<file path="config.mk">
export PLATFORM = sky130hd
export DESIGN_NAME = pms_mode_switch
export DESIGN_NICKNAME = d
export VERILOG_FILES = /design/src/pms_pkg.sv /design/src/pms_level_compare.sv /design/src/pms_mode_switch.sv
export SDC_FILE = /design/constraint.sdc
export NUM_CORES = 1
export LEC_CHECK = 0
export ABC_AREA = 1
export BUFFER_PORTS_ARGS = -buffer_cell sky130_fd_sc_hd__buf_2
export CORE_MARGIN = 10
export CORE_UTILIZATION = 35
export CTS_CLUSTER_SIZE = 12
export DETAILED_ROUTE_END_ITERATION = 10
export GPL_ROUTABILITY_DRIVEN = 0
export PLACE_DENSITY = 0.66
export SYNTH_ARGS = -nofsm -noshare
export SYNTH_HDL_FRONTEND = slang
export SYNTH_SLANG_ARGS = --single-unit
</file>
<file path="constraint.sdc">
create_clock -name sys_clk -period 6.8 [get_ports sys_clk]
set_clock_uncertainty 0.05 [all_clocks]
set_input_delay 1.36 -clock sys_clk [delete_from_list [all_inputs] [get_ports sys_clk]]
set_output_delay 1.36 -clock sys_clk [all_outputs]
set_load 0.01 [all_outputs]
</file>
<file path="src/pms_pkg.sv">
/*
  Constants for the proportional / PI mode switch selector.
  Assumes reference and feedback magnitudes arrive already scaled to the
  units of the matching switching level, synchronous to sys_clk.
*/
// Function
// - Torque at or above level gives P
// - Rotary speed reference at level gives P
// - Linear speed level, 1 mm/s, 0..10000
// - Rotary acceleration at level gives P
// - Linear acceleration level 0..30000 gives P
// - Deviation at or above level gives P
// - Deviation condition only in position control
// - Deviation level 0..10000, default 0, immediate
// - Position integral time 0..50000, 0.1 ms
// - Select digit 0 torque..4 none
// - Rotary speed/accel levels ranges, default 0
package pms_pkg;
  localparam int unsigned TORQUE_LEVEL_DEFAULT = 32'hc8;
  localparam int unsigned TORQUE_LEVEL_MAX = 32'h320;
  localparam int unsigned SPEED_LEVEL_MAX = 32'h2710;
  localparam int unsigned ACCEL_LEVEL_MAX = 32'h7530;
  localparam int unsigned DEVIATION_LEVEL_MAX = 32'h2710;
  localparam int unsigned INTEGRAL_TIME_MAX = 32'hc350;
  localparam int unsigned LEVEL_DEFAULT = 32'h0;
  localparam int unsigned INTEGRAL_TIME_DEFAULT = 32'h0;
  // Integral time unit 0.1 ms expressed in ns, converted with the 40 ns clock
  localparam int unsigned INTEGRAL_UNIT_NS = 32'h186a0;
  localparam int unsigned CLK_PERIOD_NS = 32'h28;
  localparam int unsigned INTEGRAL_UNIT_CYCLES = INTEGRAL_UNIT_NS / CLK_PERIOD_NS;
  typedef enum logic [2:0] {
    PMS_SEL_TORQUE = 3'h0,
    PMS_SEL_SPEED = 3'h1,
    PMS_SEL_ACCEL = 3'h2,
    PMS_SEL_DEVIATION = 3'h3,
    PMS_SEL_NONE = 3'h4
  } pms_sel_t;
endpackage

</file>
<file path="src/pms_level_compare.sv">
/*
  Saturating level compare: clamps a level to its legal range and flags
  a magnitude at or above it, registered.
  Assumes magnitude and level are unsigned and on sys_clk.
*/
module pms_level_compare #(
  parameter int unsigned WIDTH = 16,
  parameter int unsigned LEVEL_MAX = 10000
) (
  input wire logic sys_clk,
  input wire logic rst,
  input wire logic [WIDTH-1:0] magnitude,
  input wire logic [WIDTH-1:0] level,
  output logic at_or_above
);
  localparam logic [WIDTH-1:0] LMAX = WIDTH'(LEVEL_MAX);
  logic next_at_or_above;
  logic [WIDTH-1:0] eff_level;
  always_comb begin
    // Out-of-range settings behave as the top of the range
    eff_level = (level > LMAX) ? LMAX : level;
    next_at_or_above = (magnitude >= eff_level);
  end
  always_ff @(posedge sys_clk) begin
    if (rst) begin
      at_or_above <= 1'b0;
    end else begin
      at_or_above <= next_at_or_above;
    end
  end
endmodule // pms_level_compare

</file>
<file path="src/pms_mode_switch.sv">
/*
  Selects P or PI speed-loop control from the chosen reference quantity,
  and runs the position-loop integral time base.
  Assumes all inputs come from logic on sys_clk; signed quantities are
  compared by magnitude.
*/
module pms_mode_switch #(
  parameter int unsigned WIDTH = 16,
  parameter int unsigned TIME_WIDTH = 16
) (
  input wire logic sys_clk,
  input wire logic rst,
  input wire logic [2:0] switch_condition_select,
  input wire logic linear_motor,
  input wire logic position_control,
  input wire logic [WIDTH-1:0] torque_switch_level,
  input wire logic [WIDTH-1:0] rotary_speed_switch_level,
  input wire logic [WIDTH-1:0] rotary_accel_switch_level,
  input wire logic [WIDTH-1:0] linear_speed_switch_level,
  input wire logic [WIDTH-1:0] linear_accel_switch_level,
  input wire logic [WIDTH-1:0] deviation_switch_level,
  input wire logic [TIME_WIDTH-1:0] position_integral_time,
  input wire logic signed [WIDTH-1:0] torque_reference,
  input wire logic signed [WIDTH-1:0] speed_reference,
  input wire logic signed [WIDTH-1:0] accel_reference,
  input wire logic signed [WIDTH-1:0] position_deviation,
  input wire logic integral_clear,
  output logic p_control,
  output logic integral_enable,
  output logic integral_step
);
  // Channel order of the level compare bank
  localparam int CHANNELS = 32'h6;
  localparam int CH_TORQUE = 32'h0;
  localparam int CH_RSPEED = 32'h1;
  localparam int CH_LSPEED = 32'h2;
  localparam int CH_RACCEL = 32'h3;
  localparam int CH_LACCEL = 32'h4;
  localparam int CH_DEVIATION = 32'h5;

  localparam logic [TIME_WIDTH-1:0] TIME_MAX = TIME_WIDTH'(pms_pkg::INTEGRAL_TIME_MAX);
  localparam logic [15:0] UNIT_LAST = 16'(pms_pkg::INTEGRAL_UNIT_CYCLES - 1);

  logic signed [WIDTH-1:0] chan_ref [CHANNELS];
  logic [WIDTH-1:0] chan_level [CHANNELS];
  logic [CHANNELS-1:0] chan_hit;
  logic [2:0] held_sel;
  logic [2:0] next_held_sel;
  logic next_p_control;
  logic [TIME_WIDTH-1:0] eff_time;
  logic time_run;
  logic next_integral_enable;
  logic [15:0] unit_cnt;
  logic [15:0] next_unit_cnt;
  logic unit_done;
  logic [TIME_WIDTH-1:0] units;
  logic [TIME_WIDTH-1:0] units_inc;
  logic [TIME_WIDTH-1:0] next_units;
  logic next_integral_step;

  // The most negative input still yields its true magnitude, read unsigned
  function automatic logic [WIDTH-1:0] absval(input logic signed [WIDTH-1:0] v);
    absval = v[WIDTH-1] ? WIDTH'(-v) : v;
  endfunction

  function automatic int unsigned chan_level_max(input int ch);
    case (ch)
      CH_TORQUE: chan_level_max = pms_pkg::TORQUE_LEVEL_MAX;
      CH_RSPEED, CH_LSPEED: chan_level_max = pms_pkg::SPEED_LEVEL_MAX;
      CH_RACCEL, CH_LACCEL: chan_level_max = pms_pkg::ACCEL_LEVEL_MAX;
      default: chan_level_max = pms_pkg::DEVIATION_LEVEL_MAX;
    endcase
  endfunction

  // Speed and acceleration each feed a rotary and a linear compare; the copy
  // costs area but a change of motor type needs no refill of the compare
  always_comb begin
    chan_ref[CH_TORQUE] = torque_reference;
    chan_ref[CH_RSPEED] = speed_reference;
    chan_ref[CH_LSPEED] = speed_reference;
    chan_ref[CH_RACCEL] = accel_reference;
    chan_ref[CH_LACCEL] = accel_reference;
    chan_ref[CH_DEVIATION] = position_deviation;
    chan_level[CH_TORQUE] = torque_switch_level;
    chan_level[CH_RSPEED] = rotary_speed_switch_level;
    chan_level[CH_LSPEED] = linear_speed_switch_level;
    chan_level[CH_RACCEL] = rotary_accel_switch_level;
    chan_level[CH_LACCEL] = linear_accel_switch_level;
    chan_level[CH_DEVIATION] = deviation_switch_level;
  end

  // One saturating compare per channel, each registered
  generate
    for (genvar i = 0; i < CHANNELS; i++) begin : g_chan
      logic [WIDTH-1:0] mag;

      always_comb begin
        mag = absval(chan_ref[i]);
      end

      pms_level_compare #(
        .WIDTH(WIDTH),
        .LEVEL_MAX(chan_level_max(i))
      ) u_compare (
        .sys_clk(sys_clk),
        .rst(rst),
        .magnitude(mag),
        .level(chan_level[i]),
        .at_or_above(chan_hit[i])
      );
    end
  endgenerate

  // Select is registered alongside the compares so both align in time
  always_comb begin
    next_held_sel = switch_condition_select;
    next_p_control = 1'b0;
    case (held_sel)
      pms_pkg::PMS_SEL_TORQUE: begin
        next_p_control = chan_hit[CH_TORQUE];
      end
      pms_pkg::PMS_SEL_SPEED: begin
        if (linear_motor) begin
          next_p_control = chan_hit[CH_LSPEED];
        end else begin
          next_p_control = chan_hit[CH_RSPEED];
        end
      end
      pms_pkg::PMS_SEL_ACCEL: begin
        if (linear_motor) begin
          next_p_control = chan_hit[CH_LACCEL];
        end else begin
          next_p_control = chan_hit[CH_RACCEL];
        end
      end
      pms_pkg::PMS_SEL_DEVIATION: begin
        next_p_control = chan_hit[CH_DEVIATION] & position_control;
      end
      pms_pkg::PMS_SEL_NONE: begin
        next_p_control = 1'b0;
      end
      default: begin
        // Undefined digits act as no switching
        next_p_control = 1'b0;
      end
    endcase
  end

  always_ff @(posedge sys_clk) begin
    if (rst) begin
      held_sel <= pms_pkg::PMS_SEL_TORQUE;
      p_control <= 1'b0;
    end else begin
      held_sel <= next_held_sel;
      p_control <= next_p_control;
    end
  end

  // Position integral time base: one step per integral time constant.
  // Out-of-range settings act as the longest time; zero turns it off.
  always_comb begin
    eff_time = position_integral_time;
    if (position_integral_time > TIME_MAX) begin
      eff_time = TIME_MAX;
    end
    next_integral_enable = (eff_time != '0);
    time_run = next_integral_enable && !integral_clear;
  end

  always_ff @(posedge sys_clk) begin
    if (rst) begin
      integral_enable <= 1'b0;
    end else begin
      integral_enable <= next_integral_enable;
    end
  end

  // Unit counter: one tick per 0.1 ms time unit, counted in sys_clk periods
  always_comb begin
    next_unit_cnt = unit_cnt + 16'h1;
    unit_done = 1'b0;
    if (!time_run) begin
      next_unit_cnt = 16'h0;
    end else if (unit_cnt == UNIT_LAST) begin
      next_unit_cnt = 16'h0;
      unit_done = 1'b1;
    end
  end

  always_ff @(posedge sys_clk) begin
    if (rst) begin
      unit_cnt <= 16'h0;
    end else begin
      unit_cnt <= next_unit_cnt;
    end
  end

  // Compare with >= so lowering the time mid-count still fires once
  always_comb begin
    units_inc = units + 1'b1;
    next_units = units;
    next_integral_step = 1'b0;
    if (!time_run) begin
      next_units = '0;
    end else if (unit_done) begin
      if (units_inc >= eff_time) begin
        next_units = '0;
        next_integral_step = 1'b1;
      end else begin
        next_units = units_inc;
      end
    end
  end

  always_ff @(posedge sys_clk) begin
    if (rst) begin
      units <= '0;
      integral_step <= 1'b0;
    end else begin
      units <= next_units;
      integral_step <= next_integral_step;
    end
  end
endmodule // pms_mode_switch

</file>
======== Word-level counts from Yosys, hierarchy flattened ========
Index checks and enable logic that the tools add are counted.
word-level totals
  input port bits ......................... 184
  output and inout bits ................... 3
  word-level logic and storage cells ...... 64
  register bits after elaboration ......... 44
operators by class
  add/subtract/negate cells ............... 6
  order comparisons ....................... 14
  mux-type cells .......................... 18
  reductions and logical operators ........ 7
  bitwise logic cells ..................... 3
  equality and inequality tests ........... 4
operators with widths
  operator                                              count
  two-way mux 16 bit                                    12
  >= comparator 16 bit                                  7
  negator 16 bit                                        4
  > comparator 16 x 14 -> 1 bit, second input constant  3
  adder 16 x 1 -> 16 bit, second input constant         2
  > comparator 16 x 15 -> 1 bit, second input constant  2
  == test 16 x 12 -> 1 bit, second input constant       1
  > comparator 16 x 10 -> 1 bit, second input constant  1
  > comparator 16 bit, second input constant            1
  nonzero test 16 bit                                   1
  == test 3 x 2 -> 1 bit, second input constant         2
  OR reduction 3 bit                                    2
  two-way mux 1 bit                                     5
  case mux 1 bit (4 select lines)                       1
  == test 3 x 1 -> 1 bit, second input constant         1
  logical NOT 3 bit                                     1
  inverter 1 bit                                        2
  OR reduction 2 bit                                    1
  bitwise AND 1 bit                                     1
  logical AND 1 bit                                     1
  logical NOT 1 bit                                     1

======== Depth between registers and ports, before layout ========
Gate-level depths: netlist of run 1.
  depth after elaboration ................. 7
  mapped depth ............................ 21
  gate-level depth less buffers ........... 20

======== By module ========
From an unflattened synthesis of run 1, not the netlist that was laid out.
second synthesis, totals
  cell total of the unflattened synthesis .. 1170
  area total of the unflattened synthesis .. 7337.0 um2
by module, submodules not included
  module                                       cells an instance  instances  sequential area each (um2)  area each (um2)
  pms_mode_switch                              621                1          760.7                       3940.0
  pms_level_compare (g_chan[1].u_compare ...)  93                 3          20.0                        573.0
  pms_level_compare (g_chan[3].u_compare ...)  89                 2          20.0                        569.3
  pms_level_compare (g_chan[0].u_compare)      92                 1          20.0                        539.3

======== Worst setup path before layout of run 1 ========
No wires, ideal clock.
  path type ............................... input to register
  start ................................... in position_integral_time[12]
  end ..................................... reg units[11]
  data required time ...................... 6.684 ns
  buffers on the path ..................... 2
  stages .................................. 17
  path slack .............................. 3.292 ns
  data arrival time ....................... 3.392 ns
  library setup time ...................... 0.066 ns
  cell sequence ........................... nor2_1 > nand2_1 > nor2_1 > nand2_1 > nand2_2 > buf_6 > inv_1 > nor2_1 > ha_1 > a21oi_1 > o21ai_0 > a21oi_1 > nand2_1 > nor2_1 > buf_2 > nand3_1 > a21oi_2
between the ends
  longest elaborated chain between the ends .. 6
  elaborated cells on any way between the ends .. 9
  classes of those cells .................. order compare: 2; mux: 3; bitwise: 1; reduce/logical: 3
RTL lines
  element                                                                       line                    text
  start: declaration                                                            pms_mode_switch.sv:22   input wire logic [TIME_WIDTH-1:0] position_integral_time,
  > comparator 16 bit                                                           pms_mode_switch.sv:163  if (position_integral_time > TIME_MAX) begin
  two-way mux 16 bit *                                                          pms_mode_switch.sv:163
  parallel branches: the longest is 4 deep, another holds >= comparator 16 bit  -
  end signal: assignment                                                        pms_mode_switch.sv:220  units <= next_units;
  end: declaration                                                              pms_mode_switch.sv:56   logic [TIME_WIDTH-1:0] units;
Mark *: on every way between the ends.
A chain may end at the register's enable or synchronous reset.

======== Final worst setup path of run 1 ========
  start ................................... in position_integral_time[0]
  end ..................................... reg units[13]
The elaborated chain is that of the path after synthesis.

==> run summary, run 1 <==
========================================================================================================
Outcome                                                                                     complete, no violations
Maximum number of pins on one net before global-route repair                                          18
Router iterations before antenna repair                                                                6
WS Path Type                                                                                input port to flip-flop
Iter 0 DRT Violations                                                                                289
Library cell used as clock root buffer                                                      sky130_fd_sc_hd__clkbuf_16
Top Ports                                                                                            187
Share of async-settable or async-resettable flops after synthesis                                      0
Number of vias per cell                                                                             4.88
Total power draw                                                                                  881 uW
CP startpoint kind                                                                            input port
Number of gates resized after cts                                                                      0
Post-layout worst setup margin                                                                   2.71 ns
Syn. warnings                                                                                          0
Capturing point of the worst reg2reg path                                                      units[13]
Die H                                                                                             160 um
H-tree lvl count                                                                                       2
Remaining global-route overflow                                                                        0
Cells after synthesis                                                                               1069
Logic depth of the worst register-to-register path                                                    16
Time the final worst path needs with I/O delays and setup                                        4.09 ns
Synth top cells by count                                                                    sky130_fd_sc_hd__nand2_1, sky130_fd_sc_hd__inv_1, sky130_fd_sc_hd__ha_1
Data arrival at the endpoint of the critical path                                                4.25 ns
Std-Cell Core Area                                                                           19300 sq um
Sum of routed wire length over all layers                                                       19300 um
Count of different cell masters after synthesis                                                       41
Clock buffers created by TritonCTS                                                                     5
Post-CTS Setup Repair Bufs                                                                             0
Total of hold buffers inserted after clock tree synthesis                                              0
Worst IR Drop VDD                                                                              0.0978 mV
FF+latch count, synth                                                                                 44
CTS tree                                                                                             yes
Setup violators final                                                                                  0
Detailed Place HPWL                                                                             17300 um
Achievable clock frequency                                                                     0.244 GHz
R2r startpoint                                                                                  units[0]
Count of maximum capacitance violations                                                                0
Cell Pwr Density                                                                             107 nW/um^2
Worst rel slew slack                                                                               0.218
Number of antenna-violating nets in the routed design                                                  0
Required time at the endpoint of the critical path                                               6.96 ns
Diode count                                                                                            0
Cell leakage power                                                                            0.00409 uW
Proportion of netlist area held by the largest area contributor                                    0.216
Global-route wire length before repair                                                          32400 um
Startpoint of the worst hold path                                                            unit_cnt[0]
Tightest Hold Check Type                                                                    flip-flop to flip-flop
Floorplan die area                                                                           25500 sq um
Dominant cell by count in the synthesized netlist                                           sky130_fd_sc_hd__nand2_1
R2R setup slack                                                                                  2.96 ns
Chip Width                                                                                        160 um
Most area-hungry cell type in the Yosys netlist                                             sky130_fd_sc_hd__ha_1
Final clock period utilization by the worst path                                                   0.602
Effective utilization at floorplan                                                                 0.354
Setup repair after global routing missed its margin                                                false
Vias                                                                                                7468
Proportion of synthesized chip area in sequential cells                                            0.129
Quantity of I/O buffers inserted on ports                                                            186
Clock insertion delay at the later pin of the skew report                                        0.28 ns
Ys flop type                                                                                sky130_fd_sc_hd__dfxtp_1
Placement row count                                                                                   51
Worst slack, placed                                                                              2.42 ns
Gr usage total                                                                                     0.144
Max-slew violations                                                                                    0
Endpoint of the worst hold path                                                              unit_cnt[0]
Most area-consuming cells after synthesis                                                   sky130_fd_sc_hd__ha_1, sky130_fd_sc_hd__nand2_1, sky130_fd_sc_hd__dfxtp_1, sky130_fd_sc_hd__a21oi_1, sky130_fd_sc_hd__xor2_1
Wirelength per Cell                                                                              12.6 um
Sum of negative setup slack                                                                         0 ns
Per-instance average area after synthesis                                                     6.40 sq um
Netlist Area Pre-Place                                                                        6840 sq um
Hold violation count in the final report                                                               0
Buffer depth of the longest clock path                                                                 2
Hold path cells                                                                                        1
Crit end category                                                                              flip-flop
Synth-to-layout area growth                                                                        20.6%
Number of enable flip-flop cells after synthesis                                                       0
Post-CTS clock slew at the launch and capture registers of the worst setup and hold paths        0.06 ns
Share of cells above drive strength 1                                                              0.180
Number of antenna violations at the first check in global routing                                      1
Via count of the first global-routing pass                                                          7303
CTS sink cnt                                                                                          44
Worst Max-Slew Pin Slew                                                                          1.17 ns
Net total in the final layout                                                                       1567
Number of remaining DRC errors                                                                         0
Largest driver fanout on the critical path                                                            17
========================================================================================================
layout make-up:
type	instances	area [sq um]
Inverter	129	484
Clock buffer	5	125
Sequential cell	44	881
Fill cell	2110	11100
Timing Repair Buffer	186	931
Multi-Input combinational cell	899	5450
Tap cell	265	332
Clock inverter	3	42.5
registers in the layout (all words and copies together) (netlist names):
register,flops
integral_step,1
held_sel,3
units,16
g_chan.u_compare.at_or_above,6
p_control,1
unit_cnt,16
integral_enable,1
worst max-delay path: stages:
cell                      delay, ns
sky130_fd_sc_hd__buf_2         0.11
sky130_fd_sc_hd__nor2_1        0.17
sky130_fd_sc_hd__nand2_1       0.07
sky130_fd_sc_hd__nor2_1        0.12
sky130_fd_sc_hd__nand2_1       0.07
sky130_fd_sc_hd__nand2_2       0.19
sky130_fd_sc_hd__inv_1         0.13
sky130_fd_sc_hd__nor2_1        0.11
sky130_fd_sc_hd__ha_1          0.25
sky130_fd_sc_hd__a21oi_1       0.13
sky130_fd_sc_hd__o21ai_0       0.08
sky130_fd_sc_hd__a21oi_1       0.14
sky130_fd_sc_hd__nand2_1       0.07
sky130_fd_sc_hd__nor2_1        0.87
sky130_fd_sc_hd__nand3_1       0.20
sky130_fd_sc_hd__a21oi_2       0.16
through the flow:
step	cells	hold WS [ns]	utilization	area, sq um
floorplan	1082	0.367	-	6890
global placement	1523	0.381	0.418	8080
detailed placement	1523	0.396	0.418	8080
CTS	1531	0.406	0.427	8250
global route	1531	0.437	0.427	8250
finish	1531	0.401	0.427	8250
report_power, final:
| part | switching (uW) | total [uW] | internal [uW] | leakage (uW) |
|---|---|---|---|---|
| clock network | 94.9 | 267 | 172 | 0.0000798 |
| logic | 201 | 349 | 148 | 0.00365 |
| registers | 1.79 | 264 | 263 | 0.000357 |
| total | 298 | 881 | 583 | 0.00409 |
cells in the final DEF (no fill, tap or decap), types with 35 or more instances in the layout:
cell type | synthesis | routed
sky130_fd_sc_hd__a21oi_1 | 105 | 105
sky130_fd_sc_hd__buf_2 | 2 | 186
sky130_fd_sc_hd__dfxtp_1 | 44 | 44
sky130_fd_sc_hd__ha_1 | 118 | 118
sky130_fd_sc_hd__inv_1 | 128 | 128
sky130_fd_sc_hd__nand2_1 | 245 | 245
sky130_fd_sc_hd__nand3_1 | 68 | 68
sky130_fd_sc_hd__nor2_1 | 102 | 102
sky130_fd_sc_hd__nor3_1 | 35 | 35
sky130_fd_sc_hd__o21ai_0 | 36 | 36
sky130_fd_sc_hd__xor2_1 | 57 | 57
kinds of logic (layout without fill, tap and decap cells):
kind of cell	Yosys count	count (layout)	share of synthesized area
and+or+nand+nor	516	516	0.333
AOI/OAI and AO/OA	176	176	0.145
buffers and inverters	139	323	0.0810
adders and majority gates	118	118	0.216
xor gates and xnor gates	75	75	0.0960
DFF	44	44	0.129
other	1	14	0.000548
worst max-delay path by stage:
stage                               startpoint         to  slack [ns]
finish               position_integral_time[0]  units[13]        2.71
global route         position_integral_time[0]  units[13]        2.27
CTS                  position_integral_time[0]  units[13]        2.69
detailed placement   position_integral_time[0]  units[13]        2.42
global placement     position_integral_time[0]  units[10]        2.45
floorplan           position_integral_time[12]  units[11]        3.29
layer usage:
layer | vias up | part of all wire | global-route usage
met1 | 3318 | 0.47 | 0.182
met2 | 175 | 0.48 | 0.256
met3 | 8 | 0.049 | 0.0247
li1 | 3965 | - | -
met5 | - | 0.00067 | 0
met4 | 2 | 0.0051 | 0.0184
(Power assumes the default switching activity.)
==> run 2: changes to the inputs <==
Settings changed: ABC_AREA 1 to 0, PLACE_DENSITY 0.66 to 0.67.
Clock period 6.8 ns to 4.3 ns, I/O delays scaled along.
==> run summary, run 2 <==
========================================================================================================
Data arrival at the endpoint of the critical path                                                3.92 ns   -0.33 ns
Floorplan die area                                                                           23500 sq um   -8.0%
Number of gates resized after cts                                                                      0   unchanged
Time the final worst path needs with I/O delays and setup                                        3.78 ns
Post-CTS Setup Repair Bufs                                                                             0   unchanged
Most common cell after layout, fill and taps aside                                          sky130_fd_sc_hd__buf_2
Cells after synthesis                                                                                793   -26%
Final clock period utilization by the worst path                                                   0.879
Sum of routed wire length over all layers                                                       17600 um   -8.8%
Clock Power Share                                                                                  0.322   +0.019
Count of maximum capacitance violations                                                                0   unchanged
Wirelength per Cell                                                                              14.5 um   +15%
Post-CTS clock slew at the launch and capture registers of the worst setup and hold paths        0.07 ns   about the same
Share of async-settable or async-resettable flops after synthesis                                      0   unchanged
Remaining global-route overflow                                                                        0   unchanged
Most area-consuming cells after synthesis                                                   sky130_fd_sc_hd__ha_1, sky130_fd_sc_hd__dfxtp_1, sky130_fd_sc_hd__xnor2_1, sky130_fd_sc_hd__nand2_1, sky130_fd_sc_hd__nor2_1
Most common cell on crit path                                                               sky130_fd_sc_hd__o21a_1
Hold path cells                                                                                        1   unchanged
Vias                                                                                                6290   -16%
Worst stage delay on the critical path                                                           0.53 ns   -0.34 ns
Worst Max-Slew Pin Slew                                                                         0.563 ns   -0.606 ns
FF+latch count, synth                                                                                 44   unchanged
CTS sink cnt                                                                                          44   unchanged
Count of different cell masters after synthesis                                                       58   +41%
Crit end category                                                                              flip-flop
Clock insertion delay at the later pin of the skew report                                        0.29 ns   about the same
Std-Cell Core Area                                                                           17400 sq um   -10%
Outcome                                                                                     complete, no violations
Sum of negative setup slack                                                                         0 ns   unchanged
Max-slew violations                                                                                    0   unchanged
Hold violation count in the final report                                                               0   unchanged
Effective utilization at floorplan                                                                 0.358   +0.00456
Cell Count Post-Placement                                                                           1206   -21%
Via count of the first global-routing pass                                                          6192   -15%
Required time at the endpoint of the critical path                                               4.44 ns   -2.52 ns
Synth top cells by count                                                                    sky130_fd_sc_hd__ha_1, sky130_fd_sc_hd__nand2_1, sky130_fd_sc_hd__xnor2_1
Total placed instance area                                                                    7440 sq um   -8.0%
Tightest Hold Check Type                                                                    flip-flop to flip-flop
Library cell used as clock root buffer                                                      sky130_fd_sc_hd__clkbuf_16
Achievable clock frequency                                                                     0.264 GHz
Worst IR Drop VDD                                                                               0.188 mV   +92%
Most area-hungry cell type in the Yosys netlist                                             sky130_fd_sc_hd__ha_1
Stages on worst setup path                                                                            14   -2
Maximum number of pins on one net before global-route repair                                          25   +7
Highest-count cells in the layout ignoring fill and taps                                    sky130_fd_sc_hd__buf_2, sky130_fd_sc_hd__ha_1, sky130_fd_sc_hd__nand2_1
Buffer depth of the longest clock path                                                                 2   unchanged
Setup violators final                                                                                  0   unchanged
H-tree lvl count                                                                                       2   unchanged
Iter 0 DRT Violations                                                                                249   -14%
Number of remaining DRC errors                                                                         0   unchanged
Die H                                                                                             153 um   -4.1%
CTS tree                                                                                             yes
Switching Power                                                                                   450 uW   +51%
Proportion of netlist area held by the largest area contributor                                    0.237   +0.0215
Netlist Area Pre-Place                                                                        6220 sq um   -9.1%
Post-route cell area                                                                          7610 sq um   -7.7%
Quantity of I/O buffers inserted on ports                                                            186   unchanged
Router iterations before antenna repair                                                                5   -1
Worst rel slew slack                                                                               0.623   +0.405
Detailed Place HPWL                                                                             15300 um   -12%
Chip Width                                                                                        153 um   -4.1%
Number of antenna-violating nets in the routed design                                                  0   unchanged
Top Ports                                                                                            187   unchanged
Synth-to-layout area growth                                                                        22.4%
Clock buffers created by TritonCTS                                                                     5   unchanged
Proportion of synthesized chip area in sequential cells                                            0.142   +0.0129
Total of hold buffers inserted after clock tree synthesis                                              0   unchanged
Setup repair after global routing missed its margin                                                false
Worst path bufs/invs                                                                                   1   -1
CP startpoint kind                                                                            input port
Ys flop type                                                                                sky130_fd_sc_hd__dfxtp_1
Seq pwr share                                                                                      0.301   about the same
Kind of cell adding the most delay to the critical path                                     compound AO/OA/AOI/OAI gates
Number of enable flip-flop cells after synthesis                                                       0   unchanged
Logic depth of the worst register-to-register path                                                    12   -4
Non-filler cells in the finished layout                                                             1216   -21%
Gr usage total                                                                                     0.143   -0.000799
Internal power component                                                                          941 uW   +61%
Cell leakage power                                                                            0.00349 uW   -15%
Syn. warnings                                                                                          0   unchanged
Number of vias per cell                                                                             5.17   +6.0%
Share of cells above drive strength 1                                                              0.213   +0.0333
Leading registers by flop count                                                             unit_cnt x16, units x16, g_chan.u_compare.at_or_above x6
Placement row count                                                                                   48   -5.9%
Cell chain of the critical path                                                             buf_2 > or4_4 > nor3_4 > nand3_1 > o2111ai_1 > a21o_1 > nand2_1 > ha_1 > o21a_1 > o211ai_1 > a2111o_1 > o21a_1 > and2_4 > a32o_1
Largest driver fanout on the critical path                                                            12   -5
Number of antenna violations at the first check in global routing                                      3   +2
Switching part of the total                                                                        0.324   -0.0144
Worst-path cell with the longest stage delay                                                sky130_fd_sc_hd__or4_4
Global-route wire length before repair                                                          29200 um   -9.9%
Net total in the final layout                                                                       1290   -18%
Total power draw                                                                                 1390 uW   +58%
Cell Pwr Density                                                                             183 nW/um^2   +71%
WS Path Type                                                                                input port to flip-flop
Part of the power in combinational logic                                                           0.377   -0.019
Per-instance average area after synthesis                                                     7.84 sq um   +23%
Minimum hold slack                                                                              0.375 ns   -0.0267 ns
Dominant cell by count in the synthesized netlist                                           sky130_fd_sc_hd__ha_1
========================================================================================================
[run 2: cell types whose count changed in the layout (fill, tap and decap cells not counted), sizes merged, moves of 31 or more]
cell | previous run | this run
nand3 | 69 | 29
inv | 129 | 14
xnor2 | 18 | 67
xor2 | 57 | 13
a21oi | 111 | 38
nand2 | 249 | 100
nor2 | 116 | 64
a21o | 0 | 31
[run 2: worst register-to-register path: stages, from the launching register on]
cell                       delay, ns
sky130_fd_sc_hd__dfxtp_1        0.42
sky130_fd_sc_hd__ha_1           0.29
sky130_fd_sc_hd__nand3_1        0.21
sky130_fd_sc_hd__or2_1          0.33
sky130_fd_sc_hd__nor2_1         0.11
sky130_fd_sc_hd__nand2_1        0.07
sky130_fd_sc_hd__xnor2_1        0.15
sky130_fd_sc_hd__ha_1           0.28
sky130_fd_sc_hd__nand4_1        0.13
sky130_fd_sc_hd__a2111o_1       0.42
sky130_fd_sc_hd__o21a_1         0.34
sky130_fd_sc_hd__and2_4         0.25
sky130_fd_sc_hd__a32o_1         0.20
[run 2: layer usage]
layer  up-vias  wire, um  global-route usage
met5         -        11                   0
met1      2820      8020               0.178
li1       3326         -                   -
met3        18       812              0.0275
met2       124      8500               0.246
met4         2       225              0.0332
[run 2: final timing paths]
path | from | endpoint | slack [ns]
worst min-delay path | held_sel[2] | p_control | 0.37
worst max register to register | units[0] | units[10] | 0.93
worst min register to register | held_sel[2] | p_control | 0.37
worst max-delay path | position_integral_time[0] | units[10] | 0.52
[run 2: area by class of cell]
class | count | area (sq um)
Antenna cell | 2 | 5.00
Clock buffer | 5 | 125
Clock inverter | 3 | 46.3
Fill cell | 1777 | 9740
Inverter | 13 | 48.8
Multi-Input combinational cell | 733 | 5260
Sequential cell | 44 | 881
Tap cell | 225 | 282
Timing Repair Buffer | 191 | 968
[run 2: logic make-up after synthesis]
family          share of synthesized area
compound gates                      0.211
xor+xnor                            0.113
fa+ha+maj                           0.237
buf+inv                            0.0207
flops                               0.142
mux                               0.00322
other cells                      0.000603
simple gates                        0.272
[run 2: metrics by stage]
| stage | worst slack (ns) | util |
|---|---|---|
| after floorplan | 0.566 | - |
| after global placement | 0.265 | 0.428 |
| after detailed placement | 0.214 | 0.428 |
| after CTS | 0.527 | 0.438 |
| after global routing | 0.300 | 0.439 |
| final | 0.518 | 0.439 |
[run 2: power by group through the flow]
stage	Sequential (uW)	Combinational, uW	Clock (uW)
finish	418	525	448
global route	419	609	482
CTS	418	530	467
detailed placement	428	526	0
global placement	428	513	0
floorplan	427	325	0
